--- config.mk ---
export PLATFORM = sky130hd
export DESIGN_NAME = ipva_arbiter
export DESIGN_NICKNAME = d
export VERILOG_FILES = /design/src/shared/ipva_pkg.sv /design/src/design/ipva_arbiter.sv
export VERILOG_INCLUDE_DIRS = /design/src /design/src/shared
export SDC_FILE = /design/constraint.sdc
export NUM_CORES = 1
export LEC_CHECK = 0
export ABC_AREA = 1
export BUFFER_PORTS_ARGS = -buffer_cell sky130_fd_sc_hd__buf_2
export CAP_MARGIN = 20
export CORE_ASPECT_RATIO = 1.75
export CORE_UTILIZATION = 50
export CTS_CLUSTER_SIZE = 40
export DETAILED_ROUTE_END_ITERATION = 8
export GPL_TIMING_DRIVEN = 0
export PLACE_DENSITY = 0.85
export SLEW_MARGIN = 5
export SYNTH_ARGS = -nofsm -noshare
export SYNTH_HDL_FRONTEND = slang
export SYNTH_SLANG_ARGS = --single-unit
--- constraint.sdc ---
create_clock -name clk -period 5 [get_ports clk]
set_input_delay 1 -clock clk [delete_from_list [all_inputs] [get_ports clk]]
set_output_delay 1 -clock clk [all_outputs]
set_load 0.02 [all_outputs]
--- src/shared/ipva_map.svh ---
// Register offsets, field positions, reset values and vector constants for the pin interrupt block.
`ifndef IPVA_MAP_SVH
`define IPVA_MAP_SVH

`define IPVA_OFF_PIN_CTRL 8'h00
`define IPVA_OFF_SRC_FLAG 8'h04
`define IPVA_OFF_SRC_EN 8'h08
`define IPVA_OFF_EVT_STATUS 8'h0c
`define IPVA_OFF_EVT_MASK 8'h10
`define IPVA_OFF_VEC_STATUS 8'h14
`define IPVA_OFF_SRC_SET 8'h18

`define IPVA_BIT_PULL_DIS 6
`define IPVA_BIT_POLARITY 5
`define IPVA_BIT_PIN_EN 4
`define IPVA_BIT_FLAG 3
`define IPVA_BIT_ACK 2
`define IPVA_BIT_INT_EN 1
`define IPVA_BIT_MODE 0

`define IPVA_PIN_CTRL_RST 8'h00
`define IPVA_VEC_TOP 16'hfffe
`define IPVA_PIN_VECTOR 5'h02
`define IPVA_SCI_RX_VECTOR 5'h11
`define IPVA_NUM_VEC 32

`define IPVA_EVT_PIN 0
`define IPVA_EVT_VECTOR 1

`endif

--- src/shared/ipva_pkg.sv ---
// Types shared by the pin interrupt and vector arbiter.
package ipva_pkg;

    typedef struct packed {
        logic pull_dis;
        logic polarity;
        logic pin_en;
        logic int_en;
        logic mode;
    } ipva_pin_ctrl_s;

    typedef struct packed {
        logic valid;
        logic [4:0] number;
        logic [15:0] address;
    } ipva_vector_s;

    typedef struct packed {
        logic pull_en;
        logic pull_down;
    } ipva_pull_s;

    typedef enum logic [2:0] {
        IPVA_IDLE = 3'b001,
        IPVA_STACK = 3'b010,
        IPVA_FETCH = 3'b100
    } ipva_state_e;

endpackage : ipva_pkg

--- src/design/ipva_arbiter.sv ---
// External pin interrupt logic and prioritised vector arbiter with Avalon-MM registers.
//
// Overview of operation
// [RULE1] Each event sets its flag; request forwarded only while its local enable is set.
// [RULE2] With global mask clear, CPU finishes, stacks context, sets mask, fetches best vector.
// [RULE3] Thirty-two two-byte vectors at memory top; lower number wins, reset highest.
// [RULE4] A shared vector is raised when any of its flags has its own enable set.
// [RULE5] Pull disable bit 6 switches off the pull device while the pin function is on.
// [RULE6] Polarity bit 5 picks falling/low or rising/high; high makes the pull a pull-down.
// [RULE7] Pin enable bit 4 makes the pin an interrupt request input.
// [RULE8] Pin event flag bit 3 is read-only and set by a qualifying pin event.
// [RULE9] Writing one to acknowledge bit 2 clears the flag; it always reads zero.
// [RULE10] In edge-and-level mode acknowledge cannot clear the flag while the pin is asserted.
// [RULE11] Pin interrupt enable bit 1 requests an interrupt while the flag is set.
// [RULE12] Mode bit 0 selects edge-only, or edges plus matching level.
// [RULE13] The pin is synchronised through two flip-flops before detection.
`timescale 1ns/1ps
`include "ipva_map.svh"

module ipva_arbiter
    import ipva_pkg::*;
(
    // Clock and reset.
    input wire logic clk,
    input wire logic rst,
    // Avalon-MM slave.
    input wire logic [7:0] avs_address,
    input wire logic avs_read,
    input wire logic avs_write,
    input wire logic [31:0] avs_writedata,
    input wire logic [3:0] avs_byteenable,
    output logic [31:0] avs_readdata,
    output logic avs_waitrequest,
    output logic [1:0] avs_response,
    // External interrupt pin and its pull device.
    input wire logic irq_pin,
    output ipva_pull_s pin_pull,
    // On-chip event sources, one per vector, as pulses.
    input wire logic [31:0] src_event,
    // CPU core side.
    input wire logic cpu_global_mask,
    input wire logic cpu_insn_done,
    input wire logic cpu_stack_done,
    output logic cpu_int_req,
    output ipva_vector_s cpu_vector,
    output logic cpu_set_mask,
    input wire logic cpu_vector_taken,
    // System interrupt.
    output logic irq_out
);

    ////////////////////////////////////////////////////////////////////////////
    // Functions.

    function automatic logic [4:0] ipva_highest(input logic [31:0] pend);
        logic [4:0] num;
        num = 5'h00;
        for (int i = 31; i >= 0; i--) begin
            if (pend[i]) begin
                num = 5'(i);
            end
        end
        return num;
    endfunction : ipva_highest

    function automatic logic [15:0] ipva_vec_addr(input logic [4:0] num);
        return `IPVA_VEC_TOP - {10'h000, num, 1'b0};
    endfunction : ipva_vec_addr

    function automatic logic ipva_is_mapped(input logic [7:0] addr);
        logic hit;
        hit = 1'b0;
        case (addr)
            `IPVA_OFF_PIN_CTRL, `IPVA_OFF_SRC_FLAG, `IPVA_OFF_SRC_EN, `IPVA_OFF_EVT_STATUS,
            `IPVA_OFF_EVT_MASK, `IPVA_OFF_VEC_STATUS, `IPVA_OFF_SRC_SET: hit = 1'b1;
            default: hit = 1'b0;
        endcase
        return hit;
    endfunction : ipva_is_mapped

    function automatic logic [31:0] ipva_ctrl_word(input ipva_pin_ctrl_s c, input logic flag);
        // The acknowledge position is write-only and always reads back as zero.
        return {24'h000000, 1'b0, c.pull_dis, c.polarity, c.pin_en, flag, 1'b0,
            c.int_en, c.mode};
    endfunction : ipva_ctrl_word

    ////////////////////////////////////////////////////////////////////////////
    // Pin synchroniser and detection.

    logic pin_meta;
    logic pin_sync;
    logic pin_prev;
    ipva_pin_ctrl_s ctrl;
    logic pin_flag;

    always_ff @(posedge clk or posedge rst) begin
        if (rst) begin
            // The stages reset to the pulled-up idle level, so release shows no false edge.
            pin_meta <= 1'b1;
            pin_sync <= 1'b1;
            pin_prev <= 1'b1;
        end else begin
            pin_meta <= irq_pin; // RULE13
            pin_sync <= pin_meta; // RULE13
            pin_prev <= pin_sync;
        end
    end

    logic pin_asserted;
    logic pin_edge;
    logic pin_event;

    always_comb begin
        pin_asserted = (pin_sync == ctrl.polarity); // RULE6
        // An edge only counts when it ends at the selected level.
        pin_edge = (pin_sync != pin_prev) && pin_asserted; // RULE6
        pin_event = ctrl.pin_en && (pin_edge || (ctrl.mode && pin_asserted)); // RULE7 RULE12
        // The pull follows the pin function; the polarity turns the pull-up into a pull-down.
        pin_pull.pull_en = ctrl.pin_en && !ctrl.pull_dis; // RULE5
        pin_pull.pull_down = ctrl.polarity; // RULE6
    end

    ////////////////////////////////////////////////////////////////////////////
    // Register bus and register state.

    logic [31:0] src_flag;
    logic [31:0] src_en;
    logic [1:0] evt_status;
    logic [1:0] evt_mask;
    logic rd_ack;
    ipva_pin_ctrl_s next_ctrl;
    logic next_pin_flag;
    logic [31:0] next_src_flag;
    logic [31:0] next_src_en;
    logic [1:0] next_evt_status;
    logic [1:0] next_evt_mask;
    logic [31:0] next_readdata;
    logic [1:0] next_response;
    logic next_rd_ack;
    logic wr_ctrl;
    logic ack_hit;
    logic mapped;
    logic [1:0] evt_set;
    logic vec_rise;

    localparam logic [7:0] CTRL_RST = `IPVA_PIN_CTRL_RST;

    always_comb begin
        next_ctrl = ctrl;
        next_pin_flag = pin_flag;
        next_src_flag = src_flag | src_event; // RULE1
        next_src_en = src_en;
        next_evt_mask = evt_mask;
        next_readdata = avs_readdata;
        next_response = avs_response;
        next_rd_ack = 1'b0;
        wr_ctrl = avs_write && avs_byteenable[0] && (avs_address == `IPVA_OFF_PIN_CTRL);
        ack_hit = wr_ctrl && avs_writedata[`IPVA_BIT_ACK]; // RULE9
        mapped = ipva_is_mapped(avs_address);
        if (ack_hit && !(ctrl.mode && ctrl.pin_en && pin_asserted)) begin
            next_pin_flag = 1'b0; // RULE9 RULE10
        end
        // A pin event wins over an acknowledge in the same cycle, so no event is lost.
        if (pin_event) begin
            next_pin_flag = 1'b1; // RULE8
        end
        if (wr_ctrl) begin
            next_ctrl.pull_dis = avs_writedata[`IPVA_BIT_PULL_DIS];
            next_ctrl.polarity = avs_writedata[`IPVA_BIT_POLARITY];
            next_ctrl.pin_en = avs_writedata[`IPVA_BIT_PIN_EN];
            next_ctrl.int_en = avs_writedata[`IPVA_BIT_INT_EN];
            next_ctrl.mode = avs_writedata[`IPVA_BIT_MODE];
        end
        // Wide registers change only on a full-word write, so a partial write cannot tear them.
        if (avs_write && (avs_byteenable == 4'hf)) begin
            case (avs_address)
                `IPVA_OFF_SRC_FLAG: next_src_flag = (src_flag & ~avs_writedata) | src_event;
                `IPVA_OFF_SRC_EN: next_src_en = avs_writedata;
                `IPVA_OFF_EVT_MASK: next_evt_mask = avs_writedata[1:0];
                `IPVA_OFF_SRC_SET: next_src_flag = src_flag | src_event | avs_writedata;
                default: next_src_en = src_en;
            endcase
        end
        evt_set = 2'b00;
        evt_set[`IPVA_EVT_PIN] = pin_event && !pin_flag;
        evt_set[`IPVA_EVT_VECTOR] = vec_rise;
        // Hardware setting wins over a software clear in the same cycle.
        next_evt_status = evt_status | evt_set;
        if (avs_write && (avs_address == `IPVA_OFF_EVT_STATUS)) begin
            next_evt_status = (evt_status & ~avs_writedata[1:0]) | evt_set;
        end
        if (avs_read && !rd_ack) begin
            next_rd_ack = 1'b1;
            next_response = mapped ? 2'b00 : 2'b10;
            case (avs_address)
                `IPVA_OFF_PIN_CTRL: next_readdata = ipva_ctrl_word(ctrl, pin_flag); // RULE9
                `IPVA_OFF_SRC_FLAG: next_readdata = src_flag;
                `IPVA_OFF_SRC_EN: next_readdata = src_en;
                `IPVA_OFF_EVT_STATUS: next_readdata = {30'h00000000, evt_status};
                `IPVA_OFF_EVT_MASK: next_readdata = {30'h00000000, evt_mask};
                `IPVA_OFF_VEC_STATUS: next_readdata = {cpu_vector.address, 8'h00,
                    2'b00, cpu_vector.valid, cpu_vector.number};
                default: next_readdata = 32'h00000000;
            endcase
        end
        if (avs_write) begin
            next_response = mapped ? 2'b00 : 2'b10;
        end
    end

    always_ff @(posedge clk or posedge rst) begin
        if (rst) begin
            ctrl.pull_dis <= CTRL_RST[`IPVA_BIT_PULL_DIS];
            ctrl.polarity <= CTRL_RST[`IPVA_BIT_POLARITY];
            ctrl.pin_en <= CTRL_RST[`IPVA_BIT_PIN_EN];
            ctrl.int_en <= CTRL_RST[`IPVA_BIT_INT_EN];
            ctrl.mode <= CTRL_RST[`IPVA_BIT_MODE];
            pin_flag <= 1'b0;
            src_flag <= 32'h00000000;
            src_en <= 32'h00000000;
            evt_status <= 2'b00;
            evt_mask <= 2'b00;
            avs_readdata <= 32'h00000000;
            avs_response <= 2'b00;
            rd_ack <= 1'b0;
        end else begin
            ctrl <= next_ctrl;
            pin_flag <= next_pin_flag;
            src_flag <= next_src_flag;
            src_en <= next_src_en;
            evt_status <= next_evt_status;
            evt_mask <= next_evt_mask;
            avs_readdata <= next_readdata;
            avs_response <= next_response;
            rd_ack <= next_rd_ack;
        end
    end

    // Reads take one wait state because read data come from a register.
    assign avs_waitrequest = avs_read && !rd_ack;
    assign irq_out = |(evt_status & evt_mask);

    ////////////////////////////////////////////////////////////////////////////
    // Priority arbitration and CPU vectoring sequence.

    logic [31:0] pend;
    logic [4:0] best;
    logic any_pend;
    ipva_state_e state;
    ipva_state_e next_state;
    ipva_vector_s next_vector;
    logic next_set_mask;

    always_comb begin
        pend = src_flag & src_en; // RULE1 RULE4
        // The pin vector is fed by the pin flag gated by its interrupt enable; its source flag bit is unused.
        pend[`IPVA_PIN_VECTOR] = pin_flag && ctrl.int_en; // RULE11
        any_pend = |pend;
        best = ipva_highest(pend); // RULE3
        cpu_int_req = any_pend && !cpu_global_mask; // RULE2
        next_state = state;
        next_vector = cpu_vector;
        next_set_mask = 1'b0;
        vec_rise = 1'b0;
        case (state)
            IPVA_IDLE: begin
                next_vector.valid = 1'b0;
                if (cpu_int_req && cpu_insn_done) begin
                    next_state = IPVA_STACK; // RULE2
                end
            end
            // The vector is chosen when stacking ends, so a later, higher source still wins.
            IPVA_STACK: begin
                if (cpu_stack_done) begin
                    next_set_mask = 1'b1; // RULE2
                    next_vector.valid = any_pend;
                    next_vector.number = best; // RULE3
                    next_vector.address = ipva_vec_addr(best); // RULE3
                    vec_rise = any_pend;
                    next_state = any_pend ? IPVA_FETCH : IPVA_IDLE;
                end
            end
            // The vector stands until the core has fetched it.
            IPVA_FETCH: begin
                if (cpu_vector_taken) begin
                    next_vector.valid = 1'b0;
                    next_state = IPVA_IDLE;
                end
            end
            default: next_state = IPVA_IDLE;
        endcase
    end

    always_ff @(posedge clk or posedge rst) begin
        if (rst) begin
            state <= IPVA_IDLE;
            cpu_vector <= '0;
            cpu_set_mask <= 1'b0;
        end else begin
            state <= next_state;
            cpu_vector <= next_vector;
            cpu_set_mask <= next_set_mask;
        end
    end

endmodule : ipva_arbiter

After elaboration in Yosys (flattened, before gate mapping)
Cells that the tools add are included.
Word-level totals
  bits in registers: 138
  input bits: 85
  output and inout bits: 62
Cells by class
  $add $sub $neg: 1
  equal/unequal tests: 15
  mux-type cells: 55
  bitwise gates (word level): 11
  reduce and logical (&&, ||, !) cells: 35
Operators with widths (number)
  one-hot mux 32 bit (6 select lines): 1
  two-way mux 5 bit: 32
  OR 32 bit: 3
  AND 32 bit: 2
  one-hot mux 32 bit (2 select lines): 1
  two-way mux 32 bit: 1
  inverter 32 bit: 1
  OR reduction 32 bit: 1
  equality test 8 x 5 -> 1 bit (second input constant): 3
  two-way mux 22 bit: 1
  logical AND 1 bit: 17
  equality test 8 x 4 -> 1 bit (second input constant): 2
  two-way mux 3 bit: 4
  two-way mux 1 bit: 9
  one-hot mux 3 bit (3 select lines): 1
  equality test 8 x 3 -> 1 bit (second input constant): 1
  zero test 8 bit: 1
  two-way mux 2 bit: 4
  subtractor 2 x 7 -> 8 bit (first input constant): 1
  OR reduction 7 bit: 1
  != test 2 bit (second input constant): 3
  AND reduction 2 bit: 3
  AND reduction 3 bit: 2
  zero test 1 bit: 5
  other kinds (14): 17

Logic depth before layout (Yosys ltp)
Gate-level depths: netlist of run 1.
  depth in word-level cells: 36
  mapped depth: 34

Worst setup path after synthesis of run 1
OpenSTA, ideal clock, no wires.
  kind: in2reg
  start point: input port avs_address[7]
  end point: register src_flag[21]
  library setup time: 0.066 ns
  arrival: 2.461 ns
  required time: 4.934 ns
  setup slack: 2.474 ns
  cell stages on the path: 11
  buffers on the path: 2
  cell sequence: nor2_1 > inv_1 > nor2_1 > inv_2 > nor2_1 > inv_2 > nor3_1 > buf_2 > buf_2 > a32oi_1 > nand2_1
On the way
  cells in the longest elaborated chain, start to end: 3
Ends and longest elaborated chain
  start, declared: RTL line ipva_arbiter.sv:27  | input wire logic [7:0] avs_address,
  equality test 8 x 5 -> 1 bit or equality test 8 x 3 -> 1 bit (tied branches): RTL line ipva_arbiter.sv:176  | case (avs_address)
  one-hot mux 32 bit (2 select lines) *: RTL line ipva_arbiter.sv:176
  two-way mux 32 bit *: RTL line ipva_arbiter.sv:175  | if (avs_write && (avs_byteenable == 4'hf)) begin
  named net next_src_flag[21]: RTL line ipva_arbiter.sv:133  | logic [31:0] next_src_flag;
  end signal, assigned: RTL line ipva_arbiter.sv:229  | src_flag <= next_src_flag;
  end, declared: RTL line ipva_arbiter.sv:126  | logic [31:0] src_flag;
The timed path passes the listed nets; every way through them passes the cells marked *.
A chain may end at the register's enable or synchronous reset.

Final worst setup path of run 1
  start point: register src_en[4]
  end point: output port cpu_int_req
On the way
  cells in the longest elaborated chain, start to end: 3
Ends and longest elaborated chain
  start, declared: RTL line ipva_arbiter.sv:127  | logic [31:0] src_en;
  start signal, assigned: RTL line ipva_arbiter.sv:230  | src_en <= next_src_en;
  AND 32 bit: RTL line ipva_arbiter.sv:255  | pend = src_flag & src_en;
  OR reduction 32 bit: RTL line ipva_arbiter.sv:258  | any_pend = |pend;
  logical AND 1 bit: RTL line ipva_arbiter.sv:260  | cpu_int_req = any_pend && !cpu_global_mask;
  end, declared: RTL line ipva_arbiter.sv:44  | output logic cpu_int_req,
No other way between the ends.

==> results of run 1 <==
[where the power goes]
part / internal, mW / switching (mW)
clock: 0.831 / 0.486
combinational: 0.0825 / 0.143
sequential: 1.05 / 0.0210
total: 1.96 / 0.650
[state kept, by name, indices dropped and copies added, names as in the netlist, 2 cells and up]
name,flops
src_en,32
cpu_vector,12
avs_readdata,32
evt_mask,2
evt_status,2
ctrl,4
src_flag,32
state,3
[cells by family (layout without fill, tap and decap cells)]
group           count (synthesis)  count (layout)  share of synthesized area
compound gates                230             230                      0.218
xor+xnor                        2               2                    0.00278
buf+inv                       112             289                     0.0743
flops                         127             127                      0.504
other cells                     1               2                   0.000594
simple gates                  325             325                      0.200
[worst reg2reg max path: cells and delay by family, from the launching register on]
family / cells / cell delay, ps
and+or+nand+nor: 33 / 1860
DFF: 1 / 440
[final cells by class]
class / instances / area, um2 / share of cell area
well taps: 168 / 210 / 0.0266
repair buffers: 145 / 748 / 0.0947
plain buffers: 45 / 218 / 0.0276
flip-flops and latches: 127 / 3180 / 0.403
multi-input cells: 559 / 2660 / 0.337
clock inverters: 15 / 194 / 0.0246
clock buffers: 17 / 425 / 0.0539
inverters: 67 / 256 / 0.0325
[metrics by stage]
stage | hold WS, ps | instances | setup TNS [ps] | area, um2
2_1_floorplan | 345 | 798 | 0 | 6310
3_3_place_gp | 346 | 1110 | -88420 | 7250
3_5_place_dp | 355 | 1111 | 0 | 7280
4_1_cts | 362 | 1143 | 0 | 7900
5_1_grt | 364 | 1143 | 0 | 7900
6_report | 364 | 1143 | 0 | 7900
[Yosys cell counts]
| library cell | instances | area share |
|---|---|---|
| nand2_1 | 241 | 0.14 |
| dfrtp_1 | 123 | 0.49 |
| o21ai_1 | 90 | 0.071 |
| nor2_1 | 65 | 0.039 |
| inv_1 | 57 | 0.034 |
| a21oi_1 | 43 | 0.034 |
| clkbuf_1 | 30 | 0.018 |
| a32oi_1 | 25 | 0.035 |
| o21ai_0 | 25 | 0.020 |
| buf_4 | 12 | 0.014 |
| a22oi_1 | 11 | 0.013 |
| a31oi_1 | 9 | 0.0089 |
| inv_2 | 9 | 0.0054 |
| a221oi_1 | 7 | 0.0097 |
| nand2_2 | 5 | 0.0050 |
| nand3_1 | 5 | 0.0040 |
| nor3_1 | 5 | 0.0040 |
| o2111ai_1 | 5 | 0.0069 |
| a22o_1 | 4 | 0.0056 |
| dfstp_2 | 4 | 0.017 |
| buf_2 | 3 | 0.0024 |
| o21a_1 | 3 | 0.0036 |
| a32o_1 | 2 | 0.0032 |
| o31ai_1 | 2 | 0.0024 |
| a21oi_2 | 1 | 0.0014 |
| a311oi_1 | 1 | 0.0014 |
| clkinv_1 | 1 | 0.00059 |
| conb_1 | 1 | 0.00059 |
| nand2_4 | 1 | 0.0018 |
| nand4_1 | 1 | 0.00099 |
| nor4_1 | 1 | 0.00099 |
| o211ai_1 | 1 | 0.0012 |
| o22ai_1 | 1 | 0.00099 |
| or2_2 | 1 | 0.00099 |
| xnor2_1 | 1 | 0.0014 |
| xor2_1 | 1 | 0.0014 |
[per-layer routing]
| metal | track usage | up-vias |
|---|---|---|
| li1 | - | 3002 |
| met1 | 0.359 | 3125 |
| met2 | 0.532 | 379 |
| met3 | 0.0565 | 82 |
| met4 | 0.214 | 0 |
| met5 | 0 | - |
[final timing paths]
kind,startpoint,endpoint,slack [ps],cells past startpoint
min reg2reg,pin_meta$_DFF_PP1_,pin_sync$_DFF_PP1_,360,0
min in group asynchronous,rst,avs_readdata[29]$_DFFE_PP0P_,560,2
max reg2reg,src_flag[30]$_DFF_PP0_,cpu_vector[16]$_DFFE_PP0P_,2580,33
min,pin_meta$_DFF_PP1_,pin_sync$_DFF_PP1_,360,0
max,src_en[4]$_DFFE_PP0P_,cpu_int_req,1630,7
max in group asynchronous,rst,pin_sync$_DFF_PP1_,3640,3
==> impl_metrics.toml, run 1 <==
[run_status]
status = "finished clean"

[finish]
final_cell_mix = "nand2_1 (241), buf_2 (147), dfrtp_1 (123)"
fin_nets = 1047
layout-drive-gt1-share = 0.219
final_common_cell = "nand2_1"
final_core_utilization = 0.639
diodes = 0
fill_cells = 1057
area_growth_pct = 25.1

[logic_synthesis]
yosysUniqueCellTypes = 36
synth_area_mm2 = 0.00631
syn-instance-count = 797
yosysWarnings = 0
synth_seq_cells = 127
post_synth.cell_area_avg_um2 = 7.92
ys_seq_area_frac = 0.504

[global_route]
grt_antenna_before_repair = 0
groute.usage.overall = 0.315
grt_max_degree = 93
grt_pass1_vias = 6425
grt_pass1_wl_mm = 31.0
overflow = 0

[clock_tree]
cts_sinks = 127
cts.htree.levels = 4
ctsResizeCount = 0
cts_tree = "built"
clkTransAtPathRegs_ps = 60
post_cts_buffers = 0
cts-root-buf = "clkbuf_16"
cts_buffers = 17
clk_latency_ps = 430
cts_buffer_depth = 2
postCtsHoldBufs = 0

[floorplanning]
row_count = 54
die_area_mm2 = 0.0131
design.core.area_mm2 = 0.0124
die_w_um = 86.9
die_h_um = 151
initial_core_util = 0.510
io_pins = 147

[worst_hold_path]
min_path_type = "reg2reg"

[sta]
fmax_ghz = 0.296
post-route-period-util = 0.675
hold_viol_final = 0
slew-limit-headroom = 0.494
skew_ps = 7.05
finalSetupViolations = 0
finalCriticalPeriod_ps = 3370
worst_pin_slew_ps = 753
slew_violations = 0
rsz0062_at_grt = "false"
layout_setup_ws_ps = 1630

[worst_setup_path]
crit_family = "simple AND/OR/NAND/NOR gates"
critPathRequiredTime_ps = 4000
critPathKind = "reg2out"
cp-end-kind = "output port"
critPathLaunchType = "flop"
cp_data_arrival_time_ps = 2370
critPathMostFrequentCell = "nand2_1"
cp_slowest_stage_delay_ps = 620
crit_chain = "nand2_1 -> nand2_1 -> nor2_1 -> nand2_1 -> nor3_1 -> a21oi_1 -> buf_2"
cp_max_fo = 4
path_buf_inv = 1
crit_slowest_cell = "nor3_1"

[pwr]
max-vdd-ir-drop_mv = 0.255
power.density_mw_per_mm2 = 331
power_mw = 2.61
leakagePower_nw = 3.88

[placement]
gp_congestion = 0.962
place_ws_ps = 1520
numPortBuffers = 144
hpwl_mm = 14.2

[drt]
routed-via-count = 6588
routed-wl-met3_mm = 1.39
top_layer = "met4"
viasPerCell = 5.76
drt-total-wl_mm = 20.1
drt_iter0_markers = 653
routed-wl-met2_mm = 10.3
wl_met1_mm = 7.36
first_pass_iters = 6
drc = 0
antenna_left = 0
drt-wirelength-per-cell_um = 17.6

[run]
max-cap-violations = 0
No activity file was read; power rests on OpenSTA's default activity.
==> run 2: changes to the inputs <==
Settings changed: CORE_UTILIZATION 50 to 49, PLACE_DENSITY 0.85 to 0.87.
Clock period 5 ns to 3.1 ns, I/O delays scaled along.
==> impl_metrics.toml, run 2 (synthesized netlist as in run 1, its figures left out) <==
[run_status]
status = "finished clean"

[pwr]
max-vdd-ir-drop_mv = 0.373
clkPwrFrac = 0.503
intPower_mw = 3.21
leakagePower_nw = 3.89
power.density_mw_per_mm2 = 531
p_seq_frac = 0.410
power_switching_mw = 1.00
p_comb_frac = 0.087
swShare = 0.238

[global_route]
groute.usage.overall = 0.310
grt_pass1_wl_mm = 31.2
grt_antenna_before_repair = 2
overflow = 0
grt_max_degree = 43
grt_pass1_vias = 6478

[floorplanning]
die_area_mm2 = 0.0134
initial_core_util = 0.505
io_pins = 147
row_count = 54
design.core.area_mm2 = 0.0125
die_h_um = 152
die_w_um = 87.8

[drt]
viasPerCell = 5.71
antenna_left = 0
routed-via-count = 6545
drt_iter0_markers = 561
first_pass_iters = 6
drt-wirelength-per-cell_um = 17.3
drc = 0
drt-total-wl_mm = 19.8

[worst_setup_path]
critPathRequiredTime_ps = 2480
critPathKind = "reg2out"
cp_max_fo = 4
ff2ff_path_depth = 34
critPathLaunchType = "flop"
r2r_slack_ps = 740
cp-end-kind = "output port"
r2r-start = "src_flag[31]$_DFF_PP0_"
r2r-end = "cpu_vector[16]$_DFFE_PP0P_"
cp_data_arrival_time_ps = 2230

[sta]
worst_pin_slew_ps = 778
slew_violations = 0
skew_ps = 4.20
fmax_ghz = 0.351
hold_viol_final = 0
rsz0062_at_grt = "false"
slew-limit-headroom = 0.477
finalSetupViolations = 0
post-route-period-util = 0.918
final.setup.tns_ps = 0
finalCriticalPeriod_ps = 2850

[clock_tree]
ctsResizeCount = 0
post_cts_buffers = 0
cts_sinks = 127
clkTransAtPathRegs_ps = 60
cts.htree.levels = 4
cts_buffers = 17
cts_buffer_depth = 2
cts_tree = "built"
clk_latency_ps = 420
postCtsHoldBufs = 0
cts-root-buf = "clkbuf_16"

[placement]
hpwl_mm = 14.7
dpl-instance-area_mm2 = 0.00731
gp_congestion = 0.938
numPortBuffers = 144

[worst_hold_path]
min_path_type = "in2async"

[finish]
fin_nets = 1049
fill_cells = 1054
final_common_cell = "nand2_1"
layout-drive-gt1-share = 0.219
fin_area_mm2 = 0.00794
area_growth_pct = 25.8
final_cell_mix = "nand2_1 (241), buf_2 (147), dfrtp_1 (123)"
top_regs = "avs_readdata (32), src_en (32), src_flag (32)"

[run]
max-cap-violations = 0
==> run 2: power groups by stage <==
stage               combinational, mW  sequential (mW)  clock [mW]
floorplan                       0.185             1.77           0
global placement                0.346             1.76           0
detailed placement              0.363             1.76           0
CTS                             0.366             1.73        2.11
global route                    0.403             1.73        2.19
finish                          0.366             1.73        2.12
==> run 2: how the worst max path moves through the flow <==
| stage | slack [ps] | end | cells past startpoint | startpoint |
|---|---|---|---|---|
| finish | 250 | cpu_int_req | 7 | src_flag[6]$_DFF_PP0_ |
| global route | 160 | cpu_int_req | 7 | src_en[5]$_DFFE_PP0P_ |
| CTS | 300 | cpu_int_req | 7 | src_flag[6]$_DFF_PP0_ |
| detailed placement | 9 | src_flag[17]$_DFF_PP0_ | 12 | avs_address[7] |
| global placement | 20 | src_flag[26]$_DFF_PP0_ | 12 | avs_address[7] |
| floorplan | 920 | avs_readdata[0]$_DFFE_PP0P_ | 1 | rst |
==> run 2: final cells by class <==
cell class | count | area [um2] | area share
timing repair buffer | 147 | 781 | 0.0984
clock buffer | 21 | 460 | 0.0580
antenna | 2 | 5.00 | 0.000631
clock inverter | 11 | 163 | 0.0205
multi-input combinational | 559 | 2660 | 0.335
sequential | 127 | 3180 | 0.401
inverter | 67 | 255 | 0.0322
buffer | 45 | 218 | 0.0274
tap | 168 | 210 | 0.0265
==> run 2: critical path: stages (launching register included) <==
cell     delay [ps]
dfrtp_1         420
nand2_1         110
nand2_1          80
nor2_1          260
nand2_1          80
nor3_1          490
a21oi_1         170
buf_2           200
==> run 2: routing by layer <==
metal | GRT usage | vias up | part of all wire
met1 | 0.346 | 3078 | 0.36
met3 | 0.0612 | 92 | 0.070
met2 | 0.518 | 368 | 0.51
li1 | - | 3007 | -
met4 | 0.212 | 0 | 0.061
met5 | 0 | - | 0
==> run 2: stage by stage <==
step | utilization | hold WS, ps | power (mW) | setup WS [ps] | instances
3_5_place_dp | 0.585 | 360 | 2.12 | 9.49 | 1113
6_report | 0.635 | 232 | 4.21 | 255 | 1147
5_1_grt | 0.635 | 261 | 4.32 | 155 | 1147
3_3_place_gp | 0.580 | 346 | 2.10 | 21.0 | 1110
2_1_floorplan | - | 345 | 1.96 | 916 | 798
4_1_cts | 0.635 | 234 | 4.20 | 297 | 1145
==> run 3: changes to the inputs <==
Settings changed: PLACE_DENSITY 0.87 to not set, PLACE_DENSITY_LB_ADDON set to 0.3.
==> impl_metrics.toml, run 3 (synthesized netlist as in run 1, its figures left out) <==
[run_status]
status = "finished clean"

[sta]
finalSetupViolations = 0
post-route-period-util = 0.923
layout_setup_ws_ps = 238
slew_violations = 0
slew-limit-headroom = 0.497
finalCriticalPeriod_ps = 2860
worst_pin_slew_ps = 755
skew_ps = 8.41
fmax_ghz = 0.349
rsz0062_at_grt = "false"
hold_viol_final = 0

[drt]
first_pass_iters = 5
drc = 0
routed-via-count = 6409
viasPerCell = 5.60
antenna_left = 0
drt-wirelength-per-cell_um = 17.0
drt-total-wl_mm = 19.4
drt_iter0_markers = 473

[pwr]
leakagePower_nw = 3.85
power_mw = 3.97
power.density_mw_per_mm2 = 504
max-vdd-ir-drop_mv = 0.361

[worst_setup_path]
r2r_slack_ps = 790
cp-end-kind = "output port"
critPathRequiredTime_ps = 2480
startpoint = "src_en[4]$_DFFE_PP0P_"
r2r-start = "src_flag[31]$_DFF_PP0_"
cp_max_fo = 4
cp_data_arrival_time_ps = 2240
critPathLaunchType = "flop"
critPathKind = "reg2out"

[finish]
final_common_cell = "nand2_1"
final_cell_mix = "nand2_1 (241), buf_2 (147), dfrtp_1 (123)"
layout-drive-gt1-share = 0.216
final_core_utilization = 0.629
diodes = 0
top_regs = "avs_readdata (32), src_en (32), src_flag (32)"
fin_nets = 1049
area_growth_pct = 24.6

[global_route]
groute.usage.overall = 0.307
grt_pass1_wl_mm = 30.9
grt_antenna_before_repair = 0
use_met2 = 0.501
grt_max_degree = 39
grt-busiest-layer = "met2"
use_met1 = 0.350
met3_usage = 0.0677
grt_pass1_vias = 6290
overflow = 0

[clock_tree]
cts-root-buf = "clkbuf_16"
clkTransAtPathRegs_ps = 60
cts_buffer_depth = 2
cts_sinks = 127
post_cts_buffers = 0
cts.htree.levels = 4
clk_latency_ps = 420
cts_buffers = 17
cts_tree = "built"

[floorplanning]
design.core.area_mm2 = 0.0125
die_h_um = 152
io_pins = 147
row_count = 54
initial_core_util = 0.505
die_area_mm2 = 0.0134
die_w_um = 87.8

[placement]
hpwl_mm = 14.5
numPortBuffers = 144
place_ws_ps = -172
gp_congestion = 0.966

[run]
max-cap-violations = 0

[worst_hold_path]
min_path_type = "in2async"
==> run 3: cell types whose count changed in the layout (fill, tap and decap cells not counted), sizes merged <==
| cell | before | now |
|---|---|---|
| diode | 2 | 0 |
| clkbuf | 51 | 56 |
| clkinvlp | 4 | 3 |
| clkinv | 5 | 4 |
| bufinv | 4 | 1 |
==> run 3: layout make-up <==
cell class	count	area, um2
Inverter	67	255
Multi-Input combinational cell	559	2670
Sequential cell	127	3180
Fill cell	1138	4640
Tap cell	168	210
Clock inverter	6	60.1
Buffer	45	218
Timing Repair Buffer	147	781
Clock buffer	26	489
==> run 3: metrics by stage <==
step	instance area, um2	cells	TNS (ps)	hold WS (ps)
2_1_floorplan	6320	798	0	345
3_3_place_gp	7250	1110	-1630	347
4_1_cts	7860	1145	0	274
3_5_place_dp	7310	1113	-4200	349
6_report	7860	1145	0	256
5_1_grt	7860	1145	0	289
==> run 3: timing repair <==
item                       CTS  global route
hold buffers                 0             0
setup endpoints to repair    0             4
resized for setup            0             1
==> run 3: power by group <==
part / internal, mW / switching (mW) / total (mW)
registers: 1.70 / 0.0312 / 1.73
clock network: 1.16 / 0.710 / 1.87
logic: 0.137 / 0.231 / 0.368
total: 2.99 / 0.972 / 3.97
==> run 3: worst paths after layout <==
kind	to	depth (start not counted)
setup / recovery	cpu_int_req	7
max in group asynchronous	pin_meta$_DFF_PP1_	4
setup reg to reg	cpu_vector[16]$_DFFE_PP0P_	34
hold reg to reg	pin_sync$_DFF_PP1_	0
hold / removal	src_flag[27]$_DFF_PP0_	2
min in group clk	pin_meta$_DFF_PP1_	1
==> run 3: worst max-delay path, cell delays in order (launching register included) <==
cell and delay [ps]:
dfrtp_1 450, nand2_1 110, nand2_1 80, nor2_1 170, nand2_1 80, nor3_1 540
a21oi_1 170, buf_2 200
==> run 3: routing by layer <==
layer	vias to the layer above	wire, um
li1	3004	-
met5	-	0
met3	81	1390
met4	0	1220
met1	3006	7120
met2	318	9700
